### config.mk
export PLATFORM = sky130hd
export DESIGN_NAME = pscfg_regs
export DESIGN_NICKNAME = d
export VERILOG_FILES = /design/src/pscfg_pkg.sv /design/src/pscfg_regs.sv /design/src/pscfg_bit_tick.sv
export SDC_FILE = /design/constraint.sdc
export NUM_CORES = 1
export LEC_CHECK = 0
export BUFFER_PORTS_ARGS = -buffer_cell sky130_fd_sc_hd__buf_2
export CORE_MARGIN = 5
export CORE_UTILIZATION = 44
export CTS_CLUSTER_DIAMETER = 80
export DETAILED_ROUTE_END_ITERATION = 8
export GPL_ROUTABILITY_DRIVEN = 0
export PLACE_DENSITY = 0.75
export SLEW_MARGIN = 0
export SYNTH_ARGS = -nofsm -noshare
export SYNTH_HDL_FRONTEND = slang
export SYNTH_HIERARCHICAL = 1
export SYNTH_SLANG_ARGS = --single-unit
### constraint.sdc
create_clock -name clk_sys -period 3.3 [get_ports clk_sys]
set_clock_uncertainty 0.05 [all_clocks]
set_input_delay 0.66 -clock clk_sys [delete_from_list [all_inputs] [get_ports clk_sys]]
set_output_delay 0.66 -clock clk_sys [all_outputs]
set_load 0.01 [all_outputs]
### src/pscfg_pkg.sv
// Constants, register map and codes of the pressure sensor config bank
package pscfg_pkg;

	// ==========================================================
	// Clock and timing
	localparam int unsigned CLK_HZ      = 10_000_000;
	localparam int unsigned SEC_PER_MIN = 60;
	// Cycles per minute of link silence; above 4096, so the top exposes it
	localparam int unsigned CYC_PER_MIN = CLK_HZ * SEC_PER_MIN;

	// ==========================================================
	// Modbus function and exception codes
	localparam logic [7:0] FN_RD_HOLD = 8'h03;
	localparam logic [7:0] FN_RD_INP  = 8'h04;
	localparam logic [7:0] FN_WR_ONE  = 8'h06;
	localparam logic [7:0] EX_FUNC    = 8'h01;
	localparam logic [7:0] EX_ADDR    = 8'h02;
	localparam logic [7:0] EX_VALUE   = 8'h03;

	// ==========================================================
	// Holding register numbers
	localparam logic [15:0] HR_SLAVE    = 16'h0001;
	localparam logic [15:0] HR_RATE     = 16'h0002;
	localparam logic [15:0] HR_PARITY   = 16'h0003;
	localparam logic [15:0] HR_MODEL    = 16'h0004;
	localparam logic [15:0] HR_HW_REV   = 16'h0005;
	localparam logic [15:0] HR_FW_REV   = 16'h0006;
	localparam logic [15:0] HR_RSVD     = 16'h0007;
	localparam logic [15:0] HR_TIMEOUT  = 16'h0008;
	localparam logic [15:0] HR_TERM     = 16'h0009;
	localparam logic [15:0] HR_RESTORE  = 16'h000a;
	localparam logic [15:0] HR_LOW_ALRT = 16'h000b;
	localparam logic [15:0] HR_HIGH_ALRT = 16'h000c;
	// Reserved input registers
	localparam logic [15:0] IR_RSVD_LO  = 16'h000c;
	localparam logic [15:0] IR_RSVD_HI  = 16'h0014;

	// ==========================================================
	// Factory defaults and legal limits
	localparam logic [15:0] RST_SLAVE   = 16'h0001;
	localparam logic [15:0] RST_RATE    = 16'h0002;
	localparam logic [15:0] RST_PARITY  = 16'h0001;
	localparam logic [15:0] RST_TIMEOUT = 16'h0000;
	localparam logic [15:0] RST_TERM    = 16'h0000;
	localparam logic [15:0] RST_RESTORE = 16'h0000;
	localparam logic [15:0] RST_LOW     = 16'h0000;
	localparam logic [15:0] SLAVE_MIN   = 16'h0001;
	localparam logic [15:0] SLAVE_MAX   = 16'h00f7;
	localparam logic [15:0] RATE_MAX    = 16'h0006;
	localparam logic [15:0] PARITY_MAX  = 16'h0002;
	localparam logic [15:0] TIMEOUT_MAX = 16'h003c;
	localparam logic [15:0] FLAG_MAX    = 16'h0001;
	localparam logic [15:0] ALERT_GAP   = 16'h0032;

	// ==========================================================
	// Parity modes
	typedef enum logic [1:0] {
		PSCFG_PAR_NONE = 2'b00,
		PSCFG_PAR_EVEN = 2'b01,
		PSCFG_PAR_ODD  = 2'b10
	} pscfg_parity_t;

	// ==========================================================
	// Bit time in clock cycles for each rate code, rounded down
	function automatic logic [15:0] pscfg_bit_cycles(input logic [2:0] code);
		logic [15:0] c;
		c = 16'(CLK_HZ / 19200);
		case (code)
			3'h0: c = 16'(CLK_HZ / 4800);
			3'h1: c = 16'(CLK_HZ / 9600);
			3'h2: c = 16'(CLK_HZ / 19200);
			3'h3: c = 16'(CLK_HZ / 38400);
			3'h4: c = 16'(CLK_HZ / 57600);
			3'h5: c = 16'(CLK_HZ / 115200);
			3'h6: c = 16'(CLK_HZ / 230400);
			default: c = 16'(CLK_HZ / 19200);
		endcase
		return c;
	endfunction

endpackage

### src/pscfg_regs.sv
// Modbus configuration and identification register bank
`timescale 1ns/1ps

// Function
// - Input regs via read-input; reserved input 12-20 and holding 7 read 0.
// - Rate code 0..6 selects 4800 to 230400 baud; default code 2.
// - No traffic for timeout minutes zeroes outputs; 0 disables, default 0.
// - Termination resistor connected when setting is 1, default off.
// - Writing 1 to restore reloads defaults, then clears back to 0.
// - Low alert at most setpoint and at most range top minus 50 Pa.
// - High alert at least setpoint and at least range bottom plus 50 Pa.
// - Model identifier word is read-only.
// - Hardware revision word read-only, major high byte, minor low byte.
// - Firmware revision word read-only, same byte encoding.
// - Alert flag set when pressure outside thresholds, off during auto-tune.
module pscfg_regs #(
	parameter logic [15:0] MODEL_ID    = 16'h0a5a, // Value is arbitrary
	parameter logic [15:0] HW_REV      = 16'h0101, // Value is arbitrary
	parameter logic [15:0] FW_REV      = 16'h0102, // Value is arbitrary
	parameter logic [15:0] RANGE_MIN   = 16'h0000,
	parameter logic [15:0] RANGE_MAX   = 16'h03e8,
	parameter int unsigned MIN_CYCLES  = pscfg_pkg::CYC_PER_MIN
) (
	// Clock and reset
	input  wire logic        clk_sys,
	input  wire logic        rst_n,
	// Decoded request from the frame parser
	input  wire logic        req_valid,
	input  wire logic [7:0]  req_func,
	input  wire logic [15:0] req_addr,
	input  wire logic [15:0] req_wdata,
	// Answer, one cycle after the request
	output logic             resp_valid,
	output logic             resp_exc,
	output logic [7:0]       resp_exc_code,
	output logic [15:0]      resp_data,
	// Frame address filter
	input  wire logic        frame_seen,
	input  wire logic [7:0]  frame_addr,
	output logic             addr_match,
	// Link settings
	output logic             bit_tick,
	output pscfg_pkg::pscfg_parity_t parity_mode,
	output logic             term_en,
	// Process side
	input  wire logic [15:0] pressure,
	input  wire logic [15:0] setpoint,
	input  wire logic        autotune,
	output logic             alert,
	output logic             outputs_zero
);
	import pscfg_pkg::*;

	// ==========================================================
	// Storage
	logic [7:0]  slave_q;
	logic [2:0]  rate_q;
	logic [1:0]  parity_q;
	logic [5:0]  timeout_q;
	logic        term_q;
	logic        restore_q;
	logic [15:0] low_q;
	logic [15:0] high_q;
	logic [31:0] cyc_q;
	logic [5:0]  mins_q;
	logic [15:0] rd_d;
	logic [7:0]  exc_d;
	logic        wr_ok;

	// ==========================================================
	// Read data and write legality per register
	always_comb begin
		exc_d = 8'h00;
		rd_d  = 16'h0000;
		if (req_func == FN_RD_INP) begin
			if (req_addr >= IR_RSVD_LO && req_addr <= IR_RSVD_HI) begin
				rd_d = 16'h0000;
			end else begin
				exc_d = EX_ADDR;
			end
		end else if (req_func == FN_RD_HOLD) begin
			if (req_addr == HR_SLAVE) begin
				rd_d = {8'h00, slave_q};
			end else if (req_addr == HR_RATE) begin
				rd_d = {13'h0000, rate_q};
			end else if (req_addr == HR_PARITY) begin
				rd_d = {14'h0000, parity_q};
			end else if (req_addr == HR_MODEL) begin
				rd_d = MODEL_ID;
			end else if (req_addr == HR_HW_REV) begin
				rd_d = HW_REV;
			end else if (req_addr == HR_FW_REV) begin
				rd_d = FW_REV;
			end else if (req_addr == HR_RSVD) begin
				rd_d = 16'h0000;
			end else if (req_addr == HR_TIMEOUT) begin
				rd_d = {10'h000, timeout_q};
			end else if (req_addr == HR_TERM) begin
				rd_d = {15'h0000, term_q};
			end else if (req_addr == HR_RESTORE) begin
				rd_d = {15'h0000, restore_q};
			end else if (req_addr == HR_LOW_ALRT) begin
				rd_d = low_q;
			end else if (req_addr == HR_HIGH_ALRT) begin
				rd_d = high_q;
			end else begin
				exc_d = EX_ADDR;
			end
		end else if (req_func == FN_WR_ONE) begin
			rd_d = req_wdata;
			if (req_addr == HR_SLAVE) begin
				if (req_wdata < SLAVE_MIN || req_wdata > SLAVE_MAX)
					exc_d = EX_VALUE;
			end else if (req_addr == HR_RATE) begin
				if (req_wdata > RATE_MAX)
					exc_d = EX_VALUE;
			end else if (req_addr == HR_PARITY) begin
				if (req_wdata > PARITY_MAX)
					exc_d = EX_VALUE;
			end else if (req_addr == HR_TIMEOUT) begin
				if (req_wdata > TIMEOUT_MAX)
					exc_d = EX_VALUE;
			end else if (req_addr == HR_TERM ||
				req_addr == HR_RESTORE) begin
				if (req_wdata > FLAG_MAX)
					exc_d = EX_VALUE;
			end else if (req_addr == HR_LOW_ALRT) begin
				if (req_wdata > setpoint ||
					req_wdata > RANGE_MAX - ALERT_GAP)
					exc_d = EX_VALUE;
			end else if (req_addr == HR_HIGH_ALRT) begin
				if (req_wdata < setpoint ||
					req_wdata < RANGE_MIN + ALERT_GAP ||
					req_wdata > RANGE_MAX)
					exc_d = EX_VALUE;
			end else begin
				// Identity and reserved words refuse writes
				exc_d = EX_ADDR;
			end
		end else begin
			exc_d = EX_FUNC;
		end
	end

	assign wr_ok = req_valid && req_func == FN_WR_ONE && exc_d == 8'h00;

	// ==========================================================
	// Answer register
	always_ff @(posedge clk_sys) begin
		if (!rst_n) begin
			resp_valid    <= 1'b0;
			resp_exc      <= 1'b0;
			resp_exc_code <= 8'h00;
			resp_data     <= 16'h0000;
		end else begin
			resp_valid    <= req_valid;
			resp_exc      <= req_valid && exc_d != 8'h00;
			resp_exc_code <= req_valid ? exc_d : 8'h00;
			resp_data     <= (req_valid && exc_d == 8'h00) ? rd_d : 16'h0000;
		end
	end

	// ==========================================================
	// Holding registers; restore wins over a write in the reload cycle
	always_ff @(posedge clk_sys) begin
		if (!rst_n || restore_q) begin
			slave_q   <= RST_SLAVE[7:0];
			rate_q    <= RST_RATE[2:0];
			parity_q  <= RST_PARITY[1:0];
			timeout_q <= RST_TIMEOUT[5:0];
			term_q    <= RST_TERM[0];
			low_q     <= RST_LOW;
			high_q    <= RANGE_MAX;
		end else if (wr_ok) begin
			if (req_addr == HR_SLAVE)
				slave_q <= req_wdata[7:0];
			if (req_addr == HR_RATE)
				rate_q <= req_wdata[2:0];
			if (req_addr == HR_PARITY)
				parity_q <= req_wdata[1:0];
			if (req_addr == HR_TIMEOUT)
				timeout_q <= req_wdata[5:0];
			if (req_addr == HR_TERM)
				term_q <= req_wdata[0];
			if (req_addr == HR_LOW_ALRT)
				low_q <= req_wdata;
			if (req_addr == HR_HIGH_ALRT)
				high_q <= req_wdata;
		end
	end

	// Command reads back 1 for the one cycle the reload takes
	always_ff @(posedge clk_sys) begin
		if (!rst_n) begin
			restore_q <= RST_RESTORE[0];
		end else if (restore_q) begin
			restore_q <= 1'b0;
		end else if (wr_ok && req_addr == HR_RESTORE) begin
			restore_q <= req_wdata[0];
		end
	end

	// ==========================================================
	// Link settings and address filter
	always_ff @(posedge clk_sys) begin
		if (!rst_n) begin
			parity_mode <= PSCFG_PAR_EVEN;
			term_en     <= 1'b0;
			addr_match  <= 1'b0;
		end else begin
			parity_mode <= pscfg_parity_t'(parity_q);
			term_en     <= term_q;
			addr_match  <= frame_seen && frame_addr == slave_q;
		end
	end

	pscfg_bit_tick u_tick (
		.clk_sys   (clk_sys),
		.rst_n     (rst_n),
		.rate_code (rate_q),
		.bit_tick  (bit_tick)
	);

	// ==========================================================
	// Silence timeout; any frame on the line restarts it
	always_ff @(posedge clk_sys) begin
		if (!rst_n || frame_seen || timeout_q == 6'h00) begin
			cyc_q        <= 32'h0000_0000;
			mins_q       <= 6'h00;
			outputs_zero <= 1'b0;
		end else if (!outputs_zero) begin
			if (cyc_q == 32'(MIN_CYCLES - 1)) begin
				cyc_q  <= 32'h0000_0000;
				mins_q <= mins_q + 6'h01;
				if (mins_q + 6'h01 >= timeout_q)
					outputs_zero <= 1'b1;
			end else begin
				cyc_q <= cyc_q + 32'h0000_0001;
			end
		end
	end

	// ==========================================================
	// Pressure alert; pressure is signed, thresholds are not
	always_ff @(posedge clk_sys) begin
		if (!rst_n || autotune) begin
			alert <= 1'b0;
		end else begin
			alert <= pressure[15] || pressure < low_q ||
				pressure > high_q;
		end
	end

	// ==========================================================
	// Checks
	resp_timing_a: assert property (@(posedge clk_sys) disable iff (!rst_n)
		req_valid |=> resp_valid ##1 !resp_valid || $past(req_valid))
		else $error("answer not one cycle after request");

	rsvd_zero_a: assert property (@(posedge clk_sys) disable iff (!rst_n)
		req_valid && req_func == FN_RD_INP && req_addr >= IR_RSVD_LO &&
		req_addr <= IR_RSVD_HI |=> resp_data == 16'h0000 && !resp_exc)
		else $error("reserved input register not zero");

	rate_legal_a: assert property (@(posedge clk_sys) disable iff (!rst_n)
		rate_q <= RATE_MAX[2:0])
		else $error("rate code out of range");

	slave_legal_a: assert property (@(posedge clk_sys) disable iff (!rst_n)
		slave_q >= SLAVE_MIN[7:0] && slave_q <= SLAVE_MAX[7:0])
		else $error("slave address out of range");

	timeout_cause_a: assert property (@(posedge clk_sys) disable iff (!rst_n)
		$rose(outputs_zero) |-> $past(timeout_q) != 6'h00 &&
		$past(mins_q) + 6'h01 >= $past(timeout_q))
		else $error("outputs zeroed without expired timeout");

	term_follow_a: assert property (@(posedge clk_sys) disable iff (!rst_n)
		!restore_q && wr_ok && req_addr == HR_TERM |=> ##1
		term_en == $past(req_wdata[0], 2))
		else $error("termination does not follow setting");

	restore_seq_a: assert property (@(posedge clk_sys) disable iff (!rst_n)
		!restore_q && wr_ok && req_addr == HR_RESTORE && req_wdata[0]
		|=> restore_q
		##1 (!restore_q && slave_q == RST_SLAVE[7:0] &&
		rate_q == RST_RATE[2:0] && high_q == RANGE_MAX))
		else $error("restore did not reload and clear");

	low_bound_a: assert property (@(posedge clk_sys) disable iff (!rst_n)
		low_q <= RANGE_MAX - ALERT_GAP)
		else $error("low alert above range top minus gap");

	high_bound_a: assert property (@(posedge clk_sys) disable iff (!rst_n)
		high_q >= RANGE_MIN + ALERT_GAP)
		else $error("high alert below range bottom plus gap");

	id_read_a: assert property (@(posedge clk_sys) disable iff (!rst_n)
		req_valid && req_func == FN_RD_HOLD && req_addr == HR_MODEL
		|=> resp_data == MODEL_ID && !resp_exc)
		else $error("model identifier misread");

	ro_write_a: assert property (@(posedge clk_sys) disable iff (!rst_n)
		req_valid && req_func == FN_WR_ONE && (req_addr == HR_HW_REV ||
		req_addr == HR_FW_REV) |=> resp_exc && resp_exc_code == EX_ADDR)
		else $error("revision word accepted a write");

	alert_tune_a: assert property (@(posedge clk_sys) disable iff (!rst_n)
		autotune |=> !alert)
		else $error("alert raised during auto-tune");

	hw_read_a: assert property (@(posedge clk_sys) disable iff (!rst_n)
		req_valid && req_func == FN_RD_HOLD && req_addr == HR_HW_REV
		|=> resp_data == HW_REV && !resp_exc)
		else $error("hardware revision misread");

	fw_read_a: assert property (@(posedge clk_sys) disable iff (!rst_n)
		req_valid && req_func == FN_RD_HOLD && req_addr == HR_FW_REV
		|=> resp_data == FW_REV && !resp_exc)
		else $error("firmware revision misread");

	rsvd_hold_a: assert property (@(posedge clk_sys) disable iff (!rst_n)
		req_valid && req_func == FN_RD_HOLD && req_addr == HR_RSVD
		|=> resp_data == 16'h0000 && !resp_exc)
		else $error("reserved holding word not zero");

	parity_follow_a: assert property (@(posedge clk_sys) disable iff (!rst_n)
		1'b1 |=> parity_mode == $past(parity_q))
		else $error("parity mode does not follow setting");

	addr_match_a: assert property (@(posedge clk_sys) disable iff (!rst_n)
		frame_seen && frame_addr == slave_q |=> addr_match)
		else $error("own address not matched");

	silence_clear_a: assert property (@(posedge clk_sys) disable iff (!rst_n)
		frame_seen || timeout_q == 6'h00 |=> !outputs_zero)
		else $error("outputs stay zeroed despite traffic");

	alert_low_a: assert property (@(posedge clk_sys) disable iff (!rst_n)
		!autotune && pressure[15] |=> alert)
		else $error("negative pressure raised no alert");

endmodule

### src/pscfg_bit_tick.sv
// Bit-rate enable pulse divider for the serial link
`timescale 1ns/1ps

module pscfg_bit_tick (
	// Clock and reset
	input  wire logic       clk_sys,
	input  wire logic       rst_n,
	// Rate code
	input  wire logic [2:0] rate_code,
	// Enable pulse, one cycle per bit time
	output logic            bit_tick
);
	import pscfg_pkg::*;

	logic [15:0] cnt_q;
	logic [15:0] span;
	logic [2:0]  code_q;

	assign span = pscfg_bit_cycles(rate_code);

	// ==========================================================
	// Divider; a rate change restarts the bit time
	always_ff @(posedge clk_sys) begin
		if (!rst_n) begin
			cnt_q    <= 16'h0000;
			code_q   <= 3'h2;
			bit_tick <= 1'b0;
		end else if (code_q != rate_code) begin
			code_q   <= rate_code;
			cnt_q    <= 16'h0000;
			bit_tick <= 1'b0;
		end else if (cnt_q == span - 16'h0001) begin
			cnt_q    <= 16'h0000;
			bit_tick <= 1'b1;
		end else begin
			cnt_q    <= cnt_q + 16'h0001;
			bit_tick <= 1'b0;
		end
	end

	// A counter past its span would stretch the bit time until the 16-bit counter wraps
	tick_span_a: assert property (@(posedge clk_sys) disable iff (!rst_n)
		code_q == rate_code |-> cnt_q < span)
		else $error("bit counter past its span");

endmodule

# --- Word-level counts from Yosys, hierarchy flattened ---
# Index checks and enable logic that the tools add are counted.
op_classes:
  addsub: 4
  order_cmp: 16
  n_eq_ne: 24
  muxes: 50
  bitwise: 4
  n_reduce_logical: 36
ops:
  columns: ["operator", "count"]
  rows:
  - ["two-way mux 16 bit", 14]
  - ["equality test 16 x 4 -> 1 bit, second input constant", 5]
  - ["two-way mux 8 bit", 10]
  - ["case mux 12 bit (6 select lines)", 1]
  - ["equality test 16 x 3 -> 1 bit, second input constant", 4]
  - ["two-way mux 2 bit", 20]
  - ["adder 32 x 1 -> 32 bit, second input constant", 1]
  - ["equality test 16 x 2 -> 1 bit, second input constant", 2]
  - ["equality test 32 x 30 -> 1 bit, second input constant", 1]
  - ["> comparator 16 x 10 -> 1 bit, second input constant", 2]
  - ["> comparator 16 bit", 2]
  - ["< comparator 16 bit", 2]
  - ["two-way mux 32 bit", 1]
  - ["AND reduction 2 bit", 9]
  - ["adder 16 x 1 -> 16 bit, second input constant", 1]
  - ["equality test 16 x 1 -> 1 bit, second input constant", 1]
  - ["equality test 16 bit", 1]
  - ["equality test 8 x 3 -> 1 bit, second input constant", 2]
  - [">= comparator 16 x 4 -> 1 bit, second input constant", 1]
  - ["> comparator 16 x 1 -> 1 bit, second input constant", 1]
  - ["> comparator 16 x 2 -> 1 bit, second input constant", 1]
  - ["> comparator 16 x 3 -> 1 bit, second input constant", 1]
  - ["> comparator 16 x 6 -> 1 bit, second input constant", 1]
  - ["> comparator 16 x 8 -> 1 bit, second input constant", 1]
  - ["23 further kinds", 49]
word_totals:
  register_bits: 143
  inputBits: 85
  output_inout_bits: 33
  elab_cells: 156

# --- Depth between registers and ports, before layout ---
logic_depth:
  word_depth: 20
  depth_mapped: 13
  mapped_depth_nobuf: 10

# --- By module ---
# The synthesis kept the hierarchy.
by_module_without_submodules:
  columns: ["module", "instances", "cells_per_inst", "area_each_um2", "seq_area_each_um2"]
  rows:
  - ["pscfg_regs", 1, 839, 7004.2, 2342.2]
  - ["pscfg_bit_tick", 1, 146, 1217.4, 400.4]

# --- Least setup slack after synthesis ---
# Ideal clock, no wire load.
synth_path:
  path_type: "in2reg"
  from: "input req_func[7]"
  to: "register slave_q[0]"
  setup_time_ns: 0.129
  t_arrival_ns: 2.710
  required_time_ns: 3.121
  setup_slack_ns: 0.411
  path_stages: 8
  n_path_buf: 0
  cell_sequence: "or4_4 -> nor2_4 -> nand2_2 -> nor3b_4 -> nand2_2 -> nor4_4 -> mux2i_1 -> nand2_1"
synth_between:
  elab_chain_cells: 7
  elab_cells_between_ends: 10
  cone_classes: "eq/ne: 3; mux: 3; reduce/logical: 4"
synth_lines:
  columns: ["item", "line", "text"]
  rows:
  - ["start: declaration", "pscfg_regs.sv:29", "input wire logic [7:0] req_func,"]
  - ["equality test 8 x 3 -> 1 bit", "pscfg_regs.sv:109, pscfg_regs.sv:145", null]
  - ["two-way mux 8 bit", "pscfg_regs.sv:109", "end else if (req_func == FN_WR_ONE) begin"]
  - ["two-way mux 8 bit", "pscfg_regs.sv:81", "end else if (req_func == FN_RD_HOLD) begin"]
  - ["two-way mux 8 bit", "pscfg_regs.sv:75", "if (req_func == FN_RD_INP) begin"]
  - ["zero test 8 bit", "pscfg_regs.sv:145", "assign wr_ok = req_valid && req_func == FN_WR_ONE && exc_d == 8'h00;"]
  - ["logical AND 1 bit *", "pscfg_regs.sv:145", null]
  - ["AND reduction 2 bit (no source line) *", null, null]
  - ["end signal: assignment", "pscfg_regs.sv:167", "slave_q <= RST_SLAVE[7:0];"]
  - ["end signal: assignment", "pscfg_regs.sv:176", "slave_q <= req_wdata[7:0];"]
  - ["end: declaration", "pscfg_regs.sv:56", "logic [7:0] slave_q;"]
# Mark *: on every way between the ends. The rest lies on a longest branch, timed or not.
# A chain may end at the register's enable or synchronous reset.

# --- Final worst setup path ---
layout_path:
  from: "input req_wdata[13]"
  to: "register resp_data[9]"
layout_between:
  elab_chain_cells: 18
  elab_cells_between_ends: 36
  cone_classes: "order compare: 11; mux: 17; bitwise: 1; reduce/logical: 7"
layout_lines:
  columns: ["item", "line", "text"]
  rows:
  - ["start: declaration", "pscfg_regs.sv:31", "input wire logic [15:0] req_wdata,"]
  - ["< comparator 16 bit or < comparator 16 x 6 -> 1 bit (tied branches)", "pscfg_regs.sv:132, pscfg_regs.sv:133", null]
  - ["logical OR 1 bit", "pscfg_regs.sv:132", "if (req_wdata < setpoint ||"]
  - ["logical OR 1 bit", "pscfg_regs.sv:133", "req_wdata < RANGE_MIN + ALERT_GAP ||"]
  - ["two-way mux 2 bit", "pscfg_regs.sv:132", null]
  - ["two-way mux 8 bit", "pscfg_regs.sv:131", "end else if (req_addr == HR_HIGH_ALRT) begin"]
  - ["two-way mux 8 bit", "pscfg_regs.sv:127", "end else if (req_addr == HR_LOW_ALRT) begin"]
  - ["two-way mux 8 bit", "pscfg_regs.sv:123", "end else if (req_addr == HR_TERM ||"]
  - ["two-way mux 8 bit", "pscfg_regs.sv:120", "end else if (req_addr == HR_TIMEOUT) begin"]
  - ["(+2 left out)", null, null]
  - ["two-way mux 8 bit *", "pscfg_regs.sv:111", "if (req_addr == HR_SLAVE) begin"]
  - ["two-way mux 8 bit *", "pscfg_regs.sv:109", null]
  - ["two-way mux 8 bit *", "pscfg_regs.sv:81", null]
  - ["two-way mux 8 bit *", "pscfg_regs.sv:75", null]
  - ["zero test 8 bit *", "pscfg_regs.sv:159", "resp_data <= (req_valid && exc_d == 8'h00) ? rd_d : 16'h0000;"]
  - ["logical AND 1 bit *", "pscfg_regs.sv:159", null]
  - ["inverter 1 bit (no source line) *", null, null]
  - ["OR reduction 3 bit (no source line) *", null, null]
  - ["end signal: assignment", "pscfg_regs.sv:159", null]
  - ["end: declaration", "pscfg_regs.sv:36", "output logic [15:0] resp_data,"]
# Marks and branches as above.

==> summary.md <==
The switching portion of total power came out at 0.252. The overall track demand over capacity in global routing was 0.205; the post-route non-filler standard cell count was 1351. In this run the critical register-to-register path is launched from cyc_q[0]. For the sequential group share of total power, the log shows 0.426. By area the synthesized netlist is led by dfxtp_1 33%, ha_1 8.7%, nor2_1 5.0%. On the final layout, the worst hold slack is 441 ps.

The tools report the maximum vdd ir drop as 0.379 mV. The most used flip-flop cell after synthesis is dfxtp_1. The number of setup buffers added after CTS was 0; the area added between synthesis and finish was 18.5%. The highest attainable clock frequency is 348 MHz. Data arrives at the worst endpoint at 3180 ps. Summed over all layers, the routed wires come to 22200 um.

Among cell families on the critical path, the largest total delay comes from compound AO/OA/AOI/OAI gates. Traced cell by cell, the critical path runs through buf_2 -> ha_1 -> nand4_1 -> nor3_1 -> a21boi_1 -> nor4bb_1 -> a21oi_1 -> o21ai_2 -> o21ai_2 -> buf_4 -> and3_1. The number of placed instances with taps included was 1319.

The tools report the cell at the root of the clock tree as clkbuf_16. The run gives 0.334 as the post-synthesis sequential area ratio. The synthesized design contains 0 enable-type register cells. The tools report the count of unresolved DRC violations after routing as 0. In the layout the commonest cells are 137 x dfxtp_1, 111 x buf_2, 110 x nor2_1, 71 x nand2_1, 66 x inv_1. The repair_antennas step left the layout with diodes totalling 0. In this run the power density over the cells is 402 nW/um^2. In this run, post-CTS repair resized a total of 0 instances.

Worst max-slew margin expressed relative to the limit: 0.160. The slowest stage of the critical path belongs to the cell a21oi_1. The average footprint of a synthesized cell is 8.35 um^2, and the number of cell rows is 50. The final core area utilization is 0.524.

The tree built by TritonCTS fans out to 137 sinks. The internal power is 2.93 mW. In this run the remaining antenna-violating nets after routing total 0.

The final max-slew violation count came out at 0. The clock period minus worst slack is 2870 ps. For the initial antenna violation count, the log shows 0. The final clock period utilization by the worst path came out at 0.871. Setup repair after global routing left no endpoint under its margin.

In this run the tool buffered the top-level ports with 111 buffer cells. Using the TritonRoute via totals, the vias-per-cell ratio works out to 5.59. Fraction of layout cells with a size suffix above 1: 0.184.

The number of max-capacitance violations reported came out at 0. The flow ran to the end, and the final reports show no timing, DRC or antenna violations. Cell seen most often among critical-path stages: o21ai_2. For the core box area, the log shows 18600 um^2. The first-iteration detailed-routing DRC count came out at 490. For the number of iterations in the first detailed-routing pass, the log shows 7. Of all nets on the critical path, the largest fanout is 16. The min-delay analysis places its worst path in the category reg -> reg. Type of the worst setup path: in -> reg. The leakage power summed over all cells is 4.14 nW, and the synthesized instance count is 985. The via count of the first global-routing pass is 7513, and the count of state elements after synthesis is 137. For this design, the CTS-stage hold fixing added 0 buffers.

The tools report the final-report hold violation count as 0. The wire-length estimate of the detail-placed layout is 16600 um. For the area of the mapped netlist, the log shows 8220 um^2. The critical path contains buffers and inverters numbering 2 combined. For this run the aggregate overflow at the end of global routing stands at 0. Synthesis instantiated 81 different standard cells from the library.

TritonCTS built the clock tree. The largest net degree at the start of global routing was 32; the yosys synthesis warning count was 6. The run gives 118 as the number of top-level design ports.

Clock-pin slew was measured on the worst setup and hold paths at 60 ps. The wire length per cell after detailed routing works out to 16.4 um. Leading area contributor after synthesis: dfxtp_1. The run gives 3610 ps as the required time at the endpoint of the critical path.

The run gives 17 as the number of clock buffers inserted by TritonCTS. In this design, the stage delay of the slowest critical-path cell is 500 ps. For the buffer depth of the longest clock path, the log shows 2.

The transition time of the tightest slew-check pin is 1260 ps, and the horizontal die dimension is 147 um. The floorplan step defined a die boundary enclosing 21500 um^2. The H-tree was split into 4 levels. The post-synthesis async set-or-reset flop share came out at 0. The worst setup path is launched from an input pin. The power share of the clock group is 0.498, and the clock latency on the worst-skew pair is 420 ps.

The net count of the finished layout is 1246. The combinational power share is 0.076, and the vertical die dimension is 147 um. The analysis attributes to net switching a power of 0.986 mW. The worst setup path is captured at a register. The starting density of the core was 0.442. In this run the worst setup path begins at req_wdata[13]. The total via count in the routed design was 7553; the number of setup violations in the final report was 0. In the final timing run, aggregate negative setup slack is 0 ps. The worst hold path begins at parity_q[0].

The area fraction of the dominant cell type after synthesis was 0.334. The library cell used most frequently in the layout, excluding fill and tap cells, is dfxtp_1. The first global-routing pass estimated 36600 um of wire.
-- worst reg2reg max path, cell delays in order, from the launching register on --
cell     delay, ps
dfxtp_1        410
ha_1           210
nor2b_1        200
and2_0         310
nand4_1        250
nor3_1         430
nand3_1        300
or3_1          400
a21oi_1        150
-- synthesized netlist by cell type (5+ instances only) --
cell type / number
a21o_1: 9
nor2_1: 110
a21oi_1: 34
xor2_1: 24
nand2b_1: 13
nor4_1: 12
o2111ai_1: 6
ha_1: 57
o211ai_1: 10
nand2_1: 71
nor3_1: 22
o21a_1: 5
nand4b_1: 5
inv_1: 66
nor3b_1: 7
a221oi_1: 12
and2_1: 13
dfxtp_1: 137
or3_1: 12
buf_2: 8
clkbuf_1: 33
o21ai_0: 46
xnor2_1: 38
nand3_1: 28
and3_1: 37
mux2i_1: 37
nor2b_1: 13
a22oi_1: 12
nand4_1: 22
buf_4: 6
-- power by group through the flow --
stage | sequential (mW) | combinational, mW | clock, mW
finish | 1.67 | 0.299 | 1.95
global route | 1.67 | 0.333 | 2.06
CTS | 1.67 | 0.295 | 1.99
detailed placement | 1.70 | 0.293 | 0
global placement | 1.70 | 0.286 | 0
floorplan | 1.70 | 0.170 | 0
-- registers in the layout, indices dropped and copies added, names as in the netlist, 2 cells and up --
| register | cells |
|---|---|
| low_q | 16 |
| u_tick/cnt_q | 16 |
| resp_data | 16 |
| slave_q | 8 |
| parity_q | 2 |
| cyc_q | 32 |
| mins_q | 6 |
| resp_exc_code | 2 |
| u_tick/code_q | 3 |
| timeout_q | 6 |
| parity_mode | 2 |
| high_q | 16 |
| rate_q | 3 |
-- stage by stage --
stage / setup WS (ps) / power [mW] / instance area, um^2
after floorplan: 411 / 1.87 / 8240
after global placement: 223 / 1.99 / 9130
after detailed placement: 94.1 / 2.00 / 9130
after CTS: 501 / 3.95 / 9740
after global routing: 222 / 4.06 / 9740
final: 426 / 3.91 / 9740
-- layout make-up --
cell class	count	area, um^2
fillers	1749	8840
multi-input cells	736	5020
flip-flops and latches	137	2740
repair buffers	146	831
clock buffers	17	425
well taps	234	293
inverters	66	248
clock inverters	15	185
-- cells by family (layout without fill, tap and decap cells) --
family / count (synthesis) / count (layout) / share of synthesized area
compound gates: 174 / 174 / 0.148
buf+inv: 117 / 244 / 0.0586
xor+xnor: 63 / 63 / 0.0689
fa+ha+maj: 57 / 57 / 0.0867
mux: 38 / 38 / 0.0464
simple gates: 398 / 398 / 0.257
flops: 137 / 137 / 0.334
other cells: 1 / 6 / 0.000456
-- layer usage --
layer	vias up	GRT usage	routed length [um]
li1	3738	-	-
met1	3536	0.268	10000
met2	251	0.340	10500
met3	28	0.0463	1410
met4	0	0.0583	303
met5	-	0	0
-- worst paths after layout --
path | to | slack, ps | depth (start not counted)
setup / recovery | resp_data[9] | 430 | 11
hold / removal | parity_mode[0] | 440 | 1
setup reg to reg | cyc_q[28] | 540 | 8
hold reg to reg | parity_mode[0] | 440 | 1
No activity file was read; power rests on OpenSTA's default activity.
